--- src/logic/uart_ext_pkg.sv ---
// Constants and types shared by the channel register decoder and the infrared decoder.
// Assumes APB with 32-bit data; each register index occupies one aligned word.
package uart_ext_pkg;

    // Register indices; byte address is four times the index
    localparam logic [2:0] IDX_DATA     = 3'h0;
    localparam logic [2:0] IDX_IER      = 3'h1;
    localparam logic [2:0] IDX_FEAT     = 3'h2;
    localparam logic [2:0] IDX_LCR      = 3'h3;
    localparam logic [2:0] IDX_MCR      = 3'h4;
    localparam logic [2:0] IDX_LSR      = 3'h5;
    localparam logic [2:0] IDX_MSR      = 3'h6;
    localparam logic [2:0] IDX_SCR      = 3'h7;
    localparam int         IDX_LSB      = 2;

    // Access-select values and bit positions
    localparam logic [7:0] LCR_EXT_KEY  = 8'hBF;
    localparam int         LCR_DIV_BIT  = 7;
    localparam int         FEAT_EXT_BIT = 4;
    localparam int         MCR_EXT_BIT  = 6;

    // Values after reset
    localparam logic [7:0] RST_BYTE     = 8'h00;
    localparam logic [7:0] RST_LCR      = 8'h00;
    localparam logic [31:0] RST_WORD    = 32'h0000_0000;

    // Infrared bit period in sampling ticks
    localparam int         IR_BIT_TICKS = 16;
    localparam logic [3:0] IR_LAST_TICK = 4'(IR_BIT_TICKS - 1);
    // Cycles after reset until the edge detector holds real pin samples
    localparam logic [1:0] IR_WARM_DONE = 2'h3;

    typedef enum logic [3:0] {
        SEL_DATA   = 4'h0,
        SEL_IER    = 4'h1,
        SEL_IDENT  = 4'h2,
        SEL_LCR    = 4'h3,
        SEL_MCR    = 4'h4,
        SEL_LSR    = 4'h5,
        SEL_MSR    = 4'h6,
        SEL_SCR    = 4'h7,
        SEL_DIV_LO = 4'h8,
        SEL_DIV_HI = 4'h9,
        SEL_FEAT   = 4'hA,
        SEL_RESUME_CHAR_FIRST   = 4'hB,
        SEL_RESUME_CHAR_SECOND   = 4'hC,
        SEL_PAUSE_CHAR_FIRST  = 4'hD,
        SEL_PAUSE_CHAR_SECOND  = 4'hE,
        SEL_TCR    = 4'hF
    } sel_t;

endpackage

--- src/logic/ir_rx_decoder.sv ---
// Infrared receive pulse decoder: turns each falling edge on the pin into a 16-tick zero.
// Assumes a one-cycle sampling tick at sixteen times the baud rate on the system clock.
`timescale 1ns/1ps
module ir_rx_decoder (
    input  wire logic clk_i,
    input  wire logic rst_n_i,
    input  wire logic tick_i,
    input  wire logic ir_rx_i,
    output logic      int_rx_o
);
    typedef struct packed {
        logic       sync1;
        logic       sync2;
        logic       prev;
        logic       pend;
        logic       int_rx;
        logic [3:0] cnt;
        logic [1:0] warm;
    } dec_t;

    dec_t q, d;
    logic fall;

    // Falling edge is the leading edge of a negative pulse and the trailing edge of a positive one
    // Masked until the chain is filled: an idle-low line would fake a zero after reset
    assign fall = (q.warm == uart_ext_pkg::IR_WARM_DONE) & q.prev & ~q.sync2;

    always_comb begin
        d       = q;
        d.sync1 = ir_rx_i;
        d.sync2 = q.sync1;
        d.prev  = q.sync2;
        d.warm  = (q.warm == uart_ext_pkg::IR_WARM_DONE) ? q.warm : q.warm + 2'h1;
        // Edge seen in the tick cycle is kept, not lost
        d.pend  = fall | (q.pend & ~tick_i);
        if (tick_i) begin
            if (q.pend) begin
                d.int_rx = 1'b0;
                d.cnt    = 4'h0;
            end else if (!q.int_rx) begin
                if (q.cnt == uart_ext_pkg::IR_LAST_TICK) begin
                    d.int_rx = 1'b1;
                end else begin
                    d.cnt = q.cnt + 4'h1;
                end
            end
        end
    end

    always_ff @(posedge clk_i or negedge rst_n_i) begin
        if (!rst_n_i) begin
            q <= '{sync1: 1'b1, sync2: 1'b1, prev: 1'b1, pend: 1'b0, int_rx: 1'b1, cnt: 4'h0, warm: 2'h0};
        end else begin
            q <= d;
        end
    end

    assign int_rx_o = q.int_rx;
endmodule

--- src/logic/uart_ext_regs.sv ---
// One channel's register bank with base and extended register decode, on APB.
// Assumes APB master on SYS_CLK_I; status inputs come from channel logic on the same clock.
//
// The APB register port was decided locally.
`timescale 1ns/1ps
module uart_ext_regs #(
    parameter int ADDR_W = 8
) (
    input  wire logic              SYS_CLK_I,
    input  wire logic              RST_N_I,
    input  wire logic              PSEL_I,
    input  wire logic              PENABLE_I,
    input  wire logic              PWRITE_I,
    input  wire logic [ADDR_W-1:0] PADDR_I,
    input  wire logic [31:0]       PWDATA_I,
    output logic      [31:0]       PRDATA_O,
    output logic                   PREADY_O,
    output logic                   PSLVERR_O,
    input  wire logic [7:0]        RX_DATA_I,
    input  wire logic [7:0]        INT_IDENT_I,
    input  wire logic [7:0]        LINE_STATUS_I,
    input  wire logic [7:0]        MODEM_STATUS_I,
    input  wire logic [7:0]        FIFO_READY_I,
    output logic      [7:0]        TX_DATA_O,
    output logic                   TX_WR_O,
    output logic                   RX_RD_O,
    output logic      [7:0]        FIFO_CTRL_O,
    output logic                   FIFO_CTRL_WR_O,
    output logic      [7:0]        IRQ_ENABLE_O,
    output logic      [7:0]        LINE_CTRL_O,
    output logic      [7:0]        MODEM_CTRL_O,
    output logic      [15:0]       DIVISOR_O,
    output logic      [7:0]        FEATURE_O,
    output logic      [7:0]        RESUME1_O,
    output logic      [7:0]        RESUME2_O,
    output logic      [7:0]        PAUSE1_O,
    output logic      [7:0]        PAUSE2_O,
    output logic      [7:0]        THRESHOLD_O,
    output logic      [7:0]        TRIGGER_O,
    input  wire logic              SAMPLE_TICK_I,
    input  wire logic              IR_RX_I,
    output logic                   INT_RX_O
);
    typedef enum logic [1:0] {
        SEL7_SCR   = 2'h0,
        SEL7_TLR   = 2'h1,
        SEL7_FRR   = 2'h2,
        SEL7_PAUSE_CHAR_SECOND = 2'h3
    } sel7_t;

    typedef struct packed {
        logic [7:0]  div_lo;
        logic [7:0]  div_hi;
        logic [7:0]  feat;
        logic [7:0]  line_control;
        logic [7:0]  modem_control;
        logic [7:0]  ier;
        logic [7:0]  scr;
        logic [7:0]  resume_char_first;
        logic [7:0]  resume_char_second;
        logic [7:0]  pause_char_first;
        logic [7:0]  pause_char_second;
        logic [7:0]  flow_threshold_control;
        logic [7:0]  fifo_trigger_levels;
        logic [7:0]  tx_data;
        logic [7:0]  fcr;
        logic        tx_wr;
        logic        rx_rd;
        logic        fcr_wr;
        logic        ready;
        logic        slverr;
        logic [31:0] rdata;
    } regs_t;

    regs_t q, d;

    logic       addr_ok;
    logic [2:0] idx;
    logic       first_acc;
    logic       done;
    logic       wr_done;
    uart_ext_pkg::sel_t sel;
    sel7_t      sel7;

    // Offsets 0..6 share one decode; offset 7 has four candidates so it gets its own
    function automatic uart_ext_pkg::sel_t decode(input logic [2:0] i, input logic [7:0] line_control,
                                                  input logic [7:0] feat, input logic [7:0] modem_control);
        logic ext_key;
        logic div_on;
        logic thr_on;
        ext_key = (line_control == uart_ext_pkg::LCR_EXT_KEY);
        div_on  = line_control[uart_ext_pkg::LCR_DIV_BIT];
        thr_on  = !div_on && feat[uart_ext_pkg::FEAT_EXT_BIT] && modem_control[uart_ext_pkg::MCR_EXT_BIT];
        decode  = uart_ext_pkg::SEL_SCR;
        case (i)
            uart_ext_pkg::IDX_DATA: begin
                decode = div_on ? uart_ext_pkg::SEL_DIV_LO : uart_ext_pkg::SEL_DATA;
            end
            uart_ext_pkg::IDX_IER: begin
                decode = div_on ? uart_ext_pkg::SEL_DIV_HI : uart_ext_pkg::SEL_IER;
            end
            uart_ext_pkg::IDX_FEAT: begin
                decode = ext_key ? uart_ext_pkg::SEL_FEAT : uart_ext_pkg::SEL_IDENT;
            end
            uart_ext_pkg::IDX_LCR: begin
                decode = uart_ext_pkg::SEL_LCR;
            end
            uart_ext_pkg::IDX_MCR: begin
                decode = ext_key ? uart_ext_pkg::SEL_RESUME_CHAR_FIRST : uart_ext_pkg::SEL_MCR;
            end
            uart_ext_pkg::IDX_LSR: begin
                decode = ext_key ? uart_ext_pkg::SEL_RESUME_CHAR_SECOND : uart_ext_pkg::SEL_LSR;
            end
            uart_ext_pkg::IDX_MSR: begin
                if (ext_key) begin
                    decode = uart_ext_pkg::SEL_PAUSE_CHAR_FIRST;
                end else if (thr_on) begin
                    decode = uart_ext_pkg::SEL_TCR;
                end else begin
                    decode = uart_ext_pkg::SEL_MSR;
                end
            end
            default: begin
                decode = uart_ext_pkg::SEL_SCR;
            end
        endcase
    endfunction

    function automatic sel7_t decode7(input logic [7:0] line_control, input logic [7:0] feat, input logic [7:0] modem_control);
        decode7 = SEL7_SCR;
        if (line_control == uart_ext_pkg::LCR_EXT_KEY) begin
            decode7 = SEL7_PAUSE_CHAR_SECOND;
        end else if (line_control[uart_ext_pkg::LCR_DIV_BIT]) begin
            decode7 = SEL7_SCR;
        end else if (modem_control[uart_ext_pkg::MCR_EXT_BIT]) begin
            // Trigger levels need the feature bit too; without it the ready status shows
            decode7 = feat[uart_ext_pkg::FEAT_EXT_BIT] ? SEL7_TLR : SEL7_FRR;
        end else begin
            decode7 = SEL7_SCR;
        end
    endfunction

    assign idx       = PADDR_I[uart_ext_pkg::IDX_LSB+2:uart_ext_pkg::IDX_LSB];
    assign addr_ok   = (PADDR_I[1:0] == 2'h0) && ((PADDR_I >> (uart_ext_pkg::IDX_LSB + 3)) == '0);
    assign first_acc = PSEL_I && PENABLE_I && !q.ready;
    assign done      = PSEL_I && PENABLE_I && q.ready;
    assign wr_done   = done && PWRITE_I && addr_ok;
    assign sel       = decode(idx, q.line_control, q.feat, q.modem_control);
    assign sel7      = decode7(q.line_control, q.feat, q.modem_control);

    always_comb begin
        logic [7:0] rd;
        rd       = 8'h00;
        d        = q;
        d.tx_wr  = 1'b0;
        d.rx_rd  = 1'b0;
        d.fcr_wr = 1'b0;
        d.ready  = 1'b0;
        if (idx == uart_ext_pkg::IDX_SCR) begin
            case (sel7)
                SEL7_PAUSE_CHAR_SECOND: rd = q.pause_char_second;
                SEL7_TLR:   rd = q.fifo_trigger_levels;
                SEL7_FRR:   rd = FIFO_READY_I;
                default:    rd = q.scr;
            endcase
        end else begin
            case (sel)
                uart_ext_pkg::SEL_DATA:   rd = RX_DATA_I;
                uart_ext_pkg::SEL_IER:    rd = q.ier;
                uart_ext_pkg::SEL_IDENT:  rd = INT_IDENT_I;
                uart_ext_pkg::SEL_LCR:    rd = q.line_control;
                uart_ext_pkg::SEL_MCR:    rd = q.modem_control;
                uart_ext_pkg::SEL_LSR:    rd = LINE_STATUS_I;
                uart_ext_pkg::SEL_MSR:    rd = MODEM_STATUS_I;
                uart_ext_pkg::SEL_DIV_LO: rd = q.div_lo;
                uart_ext_pkg::SEL_DIV_HI: rd = q.div_hi;
                uart_ext_pkg::SEL_FEAT:   rd = q.feat;
                uart_ext_pkg::SEL_RESUME_CHAR_FIRST:   rd = q.resume_char_first;
                uart_ext_pkg::SEL_RESUME_CHAR_SECOND:   rd = q.resume_char_second;
                uart_ext_pkg::SEL_PAUSE_CHAR_FIRST:  rd = q.pause_char_first;
                uart_ext_pkg::SEL_TCR:    rd = q.flow_threshold_control;
                default:                  rd = q.scr;
            endcase
        end
        // Answer one cycle into the access phase; data and error are captured here
        if (first_acc) begin
            d.ready  = 1'b1;
            d.slverr = !addr_ok;
            d.rdata  = (PWRITE_I || !addr_ok) ? uart_ext_pkg::RST_WORD : {24'h000000, rd};
        end
        // Side effects of a data read happen only when the master takes the word
        if (done && !PWRITE_I && addr_ok && idx == uart_ext_pkg::IDX_DATA
            && sel == uart_ext_pkg::SEL_DATA) begin
            d.rx_rd = 1'b1;
        end
        if (wr_done) begin
            if (idx == uart_ext_pkg::IDX_SCR) begin
                case (sel7)
                    SEL7_PAUSE_CHAR_SECOND: d.pause_char_second = PWDATA_I[7:0];
                    SEL7_TLR:   d.fifo_trigger_levels   = PWDATA_I[7:0];
                    SEL7_FRR:   d.scr   = q.scr;
                    default:    d.scr   = PWDATA_I[7:0];
                endcase
            end else begin
                case (sel)
                    uart_ext_pkg::SEL_DATA: begin
                        d.tx_data = PWDATA_I[7:0];
                        d.tx_wr   = 1'b1;
                    end
                    uart_ext_pkg::SEL_IER:    d.ier    = PWDATA_I[7:0];
                    uart_ext_pkg::SEL_IDENT: begin
                        d.fcr    = PWDATA_I[7:0];
                        d.fcr_wr = 1'b1;
                    end
                    uart_ext_pkg::SEL_LCR:    d.line_control    = PWDATA_I[7:0];
                    uart_ext_pkg::SEL_MCR:    d.modem_control    = PWDATA_I[7:0];
                    uart_ext_pkg::SEL_DIV_LO: d.div_lo = PWDATA_I[7:0];
                    uart_ext_pkg::SEL_DIV_HI: d.div_hi = PWDATA_I[7:0];
                    uart_ext_pkg::SEL_FEAT:   d.feat   = PWDATA_I[7:0];
                    uart_ext_pkg::SEL_RESUME_CHAR_FIRST:   d.resume_char_first   = PWDATA_I[7:0];
                    uart_ext_pkg::SEL_RESUME_CHAR_SECOND:   d.resume_char_second   = PWDATA_I[7:0];
                    uart_ext_pkg::SEL_PAUSE_CHAR_FIRST:  d.pause_char_first  = PWDATA_I[7:0];
                    uart_ext_pkg::SEL_TCR:    d.flow_threshold_control    = PWDATA_I[7:0];
                    default:                  d.scr    = q.scr;
                endcase
            end
        end
    end

    always_ff @(posedge SYS_CLK_I or negedge RST_N_I) begin
        if (!RST_N_I) begin
            q <= '{div_lo: uart_ext_pkg::RST_BYTE, div_hi: uart_ext_pkg::RST_BYTE,
                   feat: uart_ext_pkg::RST_BYTE, line_control: uart_ext_pkg::RST_LCR,
                   modem_control: uart_ext_pkg::RST_BYTE, ier: uart_ext_pkg::RST_BYTE,
                   scr: uart_ext_pkg::RST_BYTE, resume_char_first: uart_ext_pkg::RST_BYTE,
                   resume_char_second: uart_ext_pkg::RST_BYTE, pause_char_first: uart_ext_pkg::RST_BYTE,
                   pause_char_second: uart_ext_pkg::RST_BYTE, flow_threshold_control: uart_ext_pkg::RST_BYTE,
                   fifo_trigger_levels: uart_ext_pkg::RST_BYTE, tx_data: uart_ext_pkg::RST_BYTE,
                   fcr: uart_ext_pkg::RST_BYTE, tx_wr: 1'b0, rx_rd: 1'b0, fcr_wr: 1'b0,
                   ready: 1'b0, slverr: 1'b0, rdata: uart_ext_pkg::RST_WORD};
        end else begin
            q <= d;
        end
    end

    assign PRDATA_O       = q.rdata;
    assign PREADY_O       = q.ready;
    assign PSLVERR_O      = q.slverr;
    assign TX_DATA_O      = q.tx_data;
    assign TX_WR_O        = q.tx_wr;
    assign RX_RD_O        = q.rx_rd;
    assign FIFO_CTRL_O    = q.fcr;
    assign FIFO_CTRL_WR_O = q.fcr_wr;
    assign IRQ_ENABLE_O   = q.ier;
    assign LINE_CTRL_O    = q.line_control;
    assign MODEM_CTRL_O   = q.modem_control;
    assign DIVISOR_O      = {q.div_hi, q.div_lo};
    assign FEATURE_O      = q.feat;
    assign RESUME1_O      = q.resume_char_first;
    assign RESUME2_O      = q.resume_char_second;
    assign PAUSE1_O       = q.pause_char_first;
    assign PAUSE2_O       = q.pause_char_second;
    assign THRESHOLD_O    = q.flow_threshold_control;
    assign TRIGGER_O      = q.fifo_trigger_levels;

    ir_rx_decoder u_ir_rx (
        .clk_i    (SYS_CLK_I),
        .rst_n_i  (RST_N_I),
        .tick_i   (SAMPLE_TICK_I),
        .ir_rx_i  (IR_RX_I),
        .int_rx_o (INT_RX_O)
    );
endmodule

--- config.mk ---
export PLATFORM = sky130hd
export DESIGN_NAME = uart_ext_regs
export DESIGN_NICKNAME = d
export VERILOG_FILES = /design/src/logic/uart_ext_pkg.sv /design/src/logic/ir_rx_decoder.sv /design/src/logic/uart_ext_regs.sv
export SDC_FILE = /design/constraint.sdc
export NUM_CORES = 1
export LEC_CHECK = 0
export BUFFER_PORTS_ARGS = -buffer_cell sky130_fd_sc_hd__buf_2
export CORE_MARGIN = 2
export CORE_UTILIZATION = 53
export CTS_CLUSTER_DIAMETER = 50
export DETAILED_ROUTE_END_ITERATION = 8
export PLACE_DENSITY = 0.82
export SYNTH_ARGS = -nofsm -noshare
export SYNTH_HDL_FRONTEND = slang
export SYNTH_HIERARCHICAL = 1
export SYNTH_SLANG_ARGS = --single-unit
--- constraint.sdc ---
create_clock -name SYS_CLK_I -period 3.13 [get_ports SYS_CLK_I]
set_clock_uncertainty 0.1 [all_clocks]
set_input_delay 0.4695 -clock SYS_CLK_I [delete_from_list [all_inputs] [get_ports SYS_CLK_I]]
set_output_delay 0.4695 -clock SYS_CLK_I [all_outputs]
set_load 0.01 [all_outputs]
==> reports/summary.md, run 1 <==
After floorplanning, the core was sized to cover 14,600 sq um. Together, buffers and inverters on the worst path number 0. Once the floorplan was initialized, standard cells occupied 54.6% of the core.

For the sequential cell area fraction in the yosys report, the log shows 45.1%. The critical path goes through nand4b_1 > nor2_1 > o21ai_0 > a2111oi_0 > a211o_1. The worst setup path is of the flip-flop to flip-flop kind.

The number of endpoints failing setup at the final stage is 0, and the final critical path time including I/O delays and setup is 2.65 ns. 237 I/O pins were placed. The congestion estimate from routability-driven global placement came to 0.910.

The total overflow left after global routing is 0. The synthesized design devotes to its leading area cell type 43.8% of total area. The number of enable flip-flop cells after synthesis is 0, and the initial antenna violation count is 1. For the worst setup path, the data arrival time is 2.91 ns. The overall global routing resource usage was 26.7%; the async set-reset flop share out of synthesis was 100%. By count the netlist is led by buf_4 (144), dfrtp_1 (140), mux2_2 (122), o21ai_0 (39), nand2_1 (31). The number of hold violations in the final report was 0; the detailed router's first-iteration violation count was 407. At the pin with the least slew margin, the transition time is 0.874 ns. Clock latency on the worst-skew pair, taken at its later pin, is 0.42 ns. The number of inserted filler cells in the final layout is 1,224. The height of the chip came out at 127 microns. The launching element type of the critical path is a flip-flop.

The area growth from synthesis to layout was 10.3%; the number of clock sinks seen by CTS was 144. The final cycle utilization of the critical path is 84.8%. The floorplan has 44 rows. Measured against its own limit, the worst slew margin works out to 41.2%. The cell area power density was 475 nW/um^2; the share of layout cells above drive strength 1 was 47.4%. Clock-pin slew was measured on the worst setup and hold paths at 0.06 ns. The critical path required time is 3.38 ns.

The count of nets left with antenna violations once routing finished came out at 0. The cell count after synthesis came out at 705. Entering global routing, the biggest net connects 58 pins.

For this run, the number of Yosys warnings is 6. Cell chosen for the clock root: clkbuf_16. The first global-routing pass estimated 32,200 microns of wire. TritonCTS built the clock tree.

The register with the most flip-flops in the layout has 16 of them. The run gives 21,400 microns as the total length of routed wires. A synthesized cell averages 11.3 sq um. The post-synthesis cell type count is 67, and the summed instance area of the synthesized netlist is 8000 sq um.

Across the VDD grid, the largest voltage drop is 390 uV. In the final routed layout, each cell accounts on average for 21.8 microns. The flip-flop and latch count after synthesis is 144.

CTS built an H-tree with a depth of 4. The chip width came out at 127 microns. The largest individual stage delay along the critical path comes from the cell nor2_1. In the post-synthesis netlist, the biggest area contributors are dfrtp_1 (44%), mux2_2 (17%), buf_4 (14%). For the via count of the first global-routing pass, the log shows 5,529. For the number of vias in the routed layout, the log shows 5,713. The floorplan step defined a die boundary enclosing 16,100 sq um. The largest delay contributor family on the critical path is compound AO/OA/AOI/OAI gates. Number of buffers added on ports: 188.

The flow ran to the end, and the final reports show no timing, DRC or antenna violations. The highest fanout seen on the critical path is 9. The area taken by flip-flops and latches was 3610 sq um; the critical path's largest stage delay was 0.56 ns. The worst-case clock buffer depth was 2; the post-CTS resize count was 0. The total number of nets in the final design was 870.

Setup repair after global routing left no endpoint under its margin. The finished layout holds 978 standard cells, fillers aside. The tools report the kind of end point of the critical path as a flip-flop. Static timing analysis puts the maximum clock frequency at 377 MHz. The leading cell type by number of instances after synthesis was buf_4.

The number of clock buffers added by TritonCTS is 17. The analysis attributes to cell leakage a power of 4.59 nW. Final count of pins violating max slew: 0. Dividing the detail-routed via count by the number of cells gives 5.84. For the summed negative setup slack over all endpoints, the log shows 0 ns. The synthesized design spends more area on one cell type than any other, namely dfrtp_1. Among all flip-flop cells after synthesis, the most frequent one is dfrtp_1. The first detailed-routing pass took 4 iterations.

The logs give 3240 sq um for the total area of multi-input combinational cells and 0 for the number of design rule violations left after detail routing. The tightest min-delay check is of the primary input to flip-flop type. The logs give 0 for the number of maximum-capacitance constraint violations and 945 for the placed cell count. The run gives 15,600 microns as the total half-perimeter wirelength after legalization and detailed placement.
-- final timing paths --
| check | cells after the start | start | slack [ns] | endpoint |
|---|---|---|---|---|
| setup / recovery | 5 | LINE_CTRL_O[6] | 0.48 | PRDATA_O[3] |
| hold / removal | 1 | IR_RX_I | 0.06 | u_ir_rx/d[9] |
| setup reg to reg | 5 | LINE_CTRL_O[6] | 0.48 | PRDATA_O[3] |
| hold reg to reg | 0 | u_ir_rx/d[9] | 0.25 | u_ir_rx/d[8] |
| max in group asynchronous | 3 | RST_N_I | 1.56 | THRESHOLD_O[0] |
| min in group asynchronous | 2 | RST_N_I | 0.44 | TRIGGER_O[7] |
-- cell usage in the layout (no fill, tap or decap), types with 12 or more instances in the layout --
cell type	n
buf_2	187
dfrtp_1	140
mux2_2	122
o21ai_0	39
nand2_1	31
mux2i_1	25
conb_1	24
buf_4	20
clkbuf_16	17
nand3_1	14
nor2_1	12
-- report_power, final --
group / leakage (nW) / internal (mW) / total [mW] / switching (mW)
combinational: 2.32 / 0.0919 / 0.283 / 0.192
sequential: 1.98 / 1.88 / 1.90 / 0.0157
clock: 0.289 / 1.26 / 2.01 / 0.750
-- per-layer routing --
layer,part of all wire [%],vias to the layer above,GRT usage [%]
li1,-,2532,-
met1,42,2850,36.2
met2,47,284,41.4
met3,7.9,47,6.58
met4,3.2,0,10.7
met5,0,-,0
-- through the flow --
stage                     utilization, %  hold WS [ns]  total power [mW]  cell area, sq um  worst slack (ns)
after floorplan                        -        0.0739              2.08              8090             0.659
after global placement              56.2         0.247              2.21              8220             0.372
after detailed placement            56.2         0.252              2.21              8220             0.321
after CTS                           60.2        0.0493              4.23              8820             0.583
after global routing                60.3        0.0421              4.35              8820             0.269
final                               60.3        0.0650              4.20              8820             0.477
-- cells by family (layout without fill, tap and decap cells) --
| logic type | after synthesis | in the layout | synth area share (%) |
|---|---|---|---|
| compound gates | 114 | 114 | 10.2 |
| simple gates | 111 | 111 | 8.09 |
| mux | 149 | 149 | 20.7 |
| other cells | 1 | 25 | 0.0469 |
| fa+ha+maj | 2 | 2 | 0.313 |
| xor+xnor | 1 | 1 | 0.110 |
| buf+inv | 183 | 248 | 15.4 |
| flops | 144 | 144 | 45.1 |
-- layout make-up --
cell class / count / area share, %
Tap cell: 184 / 2.61
Sequential cell: 144 / 40.9
Clock inverter: 11 / 1.59
Clock buffer: 20 / 5.06
Inverter: 7 / 0.298
Antenna cell: 1 / 0.0284
Multi-Input combinational cell: 401 / 36.7
Timing Repair Buffer: 210 / 12.8
-- what timing repair did --
| item | in CTS | in global routing |
|---|---|---|
| hold buffers | 1 | 0 |
| hold endpoints to repair | 43 | 0 |
| setup buffers | 0 | 0 |
Note: power is estimated with default switching activity, not from simulation.
==> run 2, diff against run 1 <==
==> constraint.sdc (replaced) <==
create_clock -name SYS_CLK_I -period 2.5 [get_ports SYS_CLK_I]
set_clock_uncertainty 0.1 [all_clocks]
set_input_delay 0.375 -clock SYS_CLK_I [delete_from_list [all_inputs] [get_ports SYS_CLK_I]]
set_output_delay 0.375 -clock SYS_CLK_I [all_outputs]
set_load 0.01 [all_outputs]
==> reports/summary.md, run 2 (synthesis gave the netlist of run 1 again) <==
The run finished with clean final reports. The worst setup path is captured at a flip-flop. For the number of CTS-inserted buffers, the log shows 17 (unchanged). The depth of the worst register-to-register path is 5 (unchanged), and the number of vias in the routed layout is 5,905 (+3.4%). The total area of multi-input combinational cells was 3240 sq um (about the same). The final cycle utilization of the critical path came out at 96.0% (+11 points). The combinational fraction of design power is 7.3% (+0.5 points). The library cell used most frequently in the layout, excluding fill and tap cells, is buf_2. The internal power is 3.88 mW (+20%). Clock-pin slew on the worst setup and hold paths: 0.06 ns (about the same). The initial antenna violation count came out at 1 (unchanged).

Total half-perimeter wirelength after legalization and detailed placement: 16,000 microns (+2.6%). The effective utilization at floorplan was 54.6% (unchanged); the final critical path time including I/O delays and setup was 2.40 ns (-0.254 ns). Relative to the synthesized area, the layout overhead comes to 12.6%. The top cell types in the final layout, fill and taps aside, are buf_2 (187), dfrtp_1 (140), mux2_2 (122), buf_4 (42), o21ai_0 (39). The measured slew at the worst slew-check pin is 0.761 ns (-0.113 ns). The final count of pins violating max slew came out at 0 (unchanged).

The tree is rooted in a clkbuf_16. Summed negative setup slack over all endpoints: 0 ns (unchanged). The tools report the standard-cell row count as 44 (unchanged). TritonCTS built the clock tree. Area taken by flip-flops and latches: 3610 sq um (unchanged). The switching portion of total power is 23.7% (+0.93 points), and the ratio of routed vias to standard cells is 5.89 (+0.78%). The relative contribution of sequential cells to total power is 46.7% (+1.5 points). The run gives 5.09 mW (+21%) as the power after layout. The logic depth of the worst path, buffers included was 5 (unchanged). For the post-layout worst setup margin, the log shows 0.101 ns (-0.376 ns). Type of the worst min-delay path: primary input to flip-flop. The die outline area was 16,100 sq um (unchanged); the clock group share of total power was 46.0% (-2.0 points). For the arrival time at the worst endpoint, the log shows 2.61 ns (-0.30 ns).

The run gives 21,900 microns (+2.4%) as the total length of routed wires. The worst register-to-register path begins at LINE_CTRL_O[7]. The logs give 0.10 ns (-0.38 ns) for the reg-to-reg setup timing slack and 237 (unchanged) for the boundary pin count. The share of layout cells above drive strength 1 works out to 48.8% (+1.4 points). The via count of the first global-routing pass was 5,702 (+3.1%); the chip width was 127 microns (unchanged). The logs give 0 (unchanged) for the residual antenna-violating net count after detailed routing and 0.938 (+3.1%) for the global placer's final weighted congestion. The flip-flop count of the largest register after layout was 16 (unchanged). Setup repair after global routing left no endpoint under its margin. The logs give 0 (unchanged) for the number of hold violations in the final report and 0 (unchanged) for the number of maximum-capacitance constraint violations.

First-pass GRT wire length: 32,900 microns (+2.2%). The run gives 0 (unchanged) as the number of design rule violations left after detail routing. Largest delay contributor family on the critical path: simple AND/OR/NAND/NOR gates. The clock latency reported for the late side of the worst-skew pair is 0.43 ns (about the same), and the highest fanout seen on the critical path is 8 (-1).

The detailed router's first-iteration violation count was 553 (+36%); the critical path buffer and inverter count was 0 (unchanged). In this run the critical register-to-register path is captured at THRESHOLD_O[1]. The run gives 14,600 sq um (unchanged) as the placeable core area. The worst-case clock buffer depth came out at 2 (unchanged). The number of endpoints failing setup at the final stage was 0 (unchanged).

The remaining max-slew budget at the tightest pin is 48.7% (+7.5 points), and the number of inserted filler cells in the final layout is 1,208 (-1.3%). Traced cell by cell, the critical path runs through nand4b_1 > or4_1 > nand2_1 > nand3_2 > mux2_2. Total number of nets in the final design: 896 (+3.0%). The height of the chip came out at 127 microns (unchanged). The critical path's largest stage delay came out at 0.62 ns (+0.06 ns).

The run gives 51 (-12%) as the pin count of the biggest net entering global routing. The net switching power is 1.21 mW (+26%), and the maximum VDD drop is 505 uV (+29%). The total leakage power was 4.70 nW (+2.3%). Following the worst setup path forward leads to its endpoint at THRESHOLD_O[1].

The number of buffers inserted to repair setup after CTS is 0 (unchanged). On the critical path, the stage with the largest delay is an instance of or4_1. The run gives 5 (+1) as the count of TritonRoute iterations in the first routing pass.

The critical path required time is 2.71 ns (-0.67 ns), and the cell area power density is 565 nW/um^2 (+19%). The start point of the critical path is LINE_CTRL_O[7]. The depth of the CTS H-tree was 4 (unchanged). STA classifies the critical path startpoint as a flip-flop.

The overall global routing resource usage is 27.5% (+0.79 points), and the number of clock sinks seen by CTS is 144 (unchanged). Type of the worst setup path: flip-flop to flip-flop. The final routed wire length divided by cell count is 21.8 microns (-0.17%).

For the pre-CTS worst setup slack, the log shows -0.0666 ns (-0.388 ns). The number of buffers added on ports was 188 (unchanged). The achievable frequency was 417 MHz (+11%); the final global-route overflow total was 0 (unchanged).
-- run 2: cell types whose count changed in the layout (fill, tap and decap cells not counted), moves of 2 or more --
| cell | before | now |
|---|---|---|
| buf_4 | 20 | 42 |
| clkinv_4 | 2 | 0 |
| clkbuf_1 | 2 | 4 |
| buf_12 | 1 | 4 |
| bufinv_16 | 3 | 1 |
-- run 2: metrics by stage --
stage	std cells	util [%]	instance area, sq um	hold slack, ns
final	1003	61.5	9000	0.0967
after global routing	1003	61.5	9000	0.102
after CTS	1002	61.5	9000	0.0797
after detailed placement	970	57.7	8450	0.240
after global placement	970	57.7	8450	0.238
after floorplan	728	-	8090	-0.0206
-- run 2: worst reg2reg max path: cells and delay by family, from the launching register on --
| kind | cells | cell delay [ns] |
|---|---|---|
| multiplexers | 1 | 0.37 |
| AND/OR/NAND/NOR | 4 | 1.34 |
| flip-flops | 1 | 0.47 |
-- run 2: worst min-delay path by stage --
stage	start	to	slack, ns	depth (start not counted)
final	PWRITE_I	RX_RD_O	0.1	2
after global routing	PWRITE_I	RX_RD_O	0.10	2
after CTS	PWRITE_I	RX_RD_O	0.08	2
after detailed placement	RST_N_I	TRIGGER_O[6]	0.24	1
after global placement	RST_N_I	TRIGGER_O[7]	0.24	1
after floorplan	RST_N_I	DIVISOR_O[0]	-0.02	0
-- run 2: power by group through the flow --
stage               logic, mW  clock network, mW  registers [mW]
floorplan               0.188                  0            2.41
global placement        0.357                  0            2.41
detailed placement      0.364                  0            2.42
CTS                     0.367               2.37            2.38
global route            0.403               2.48            2.38
finish                  0.371               2.34            2.38
-- run 2: final cells by class --
cell class	instances	share of cell area [%]
Antenna cell	1	0.0278
Multi-Input combinational cell	401	36.0
Clock inverter	7	0.695
Clock buffer	23	5.20
Timing Repair Buffer	236	15.1
Inverter	7	0.292
Tap cell	184	2.56
Sequential cell	144	40.1
-- run 2: per-layer routing --
layer  GRT usage [%]  part of all wire [%]
met5               0                     0
met4            10.7                   2.6
met1            35.8                    41
met2            44.3                    48
met3            6.92                   8.2
-- run 2: timing repair --
item | 4_1_cts | 5_1_grt
hold endpoints to repair | 41 | 0
gates resized for setup | 0 | 1
hold buffers | 2 | 0
endpoints found under the setup margin | 0 | 2
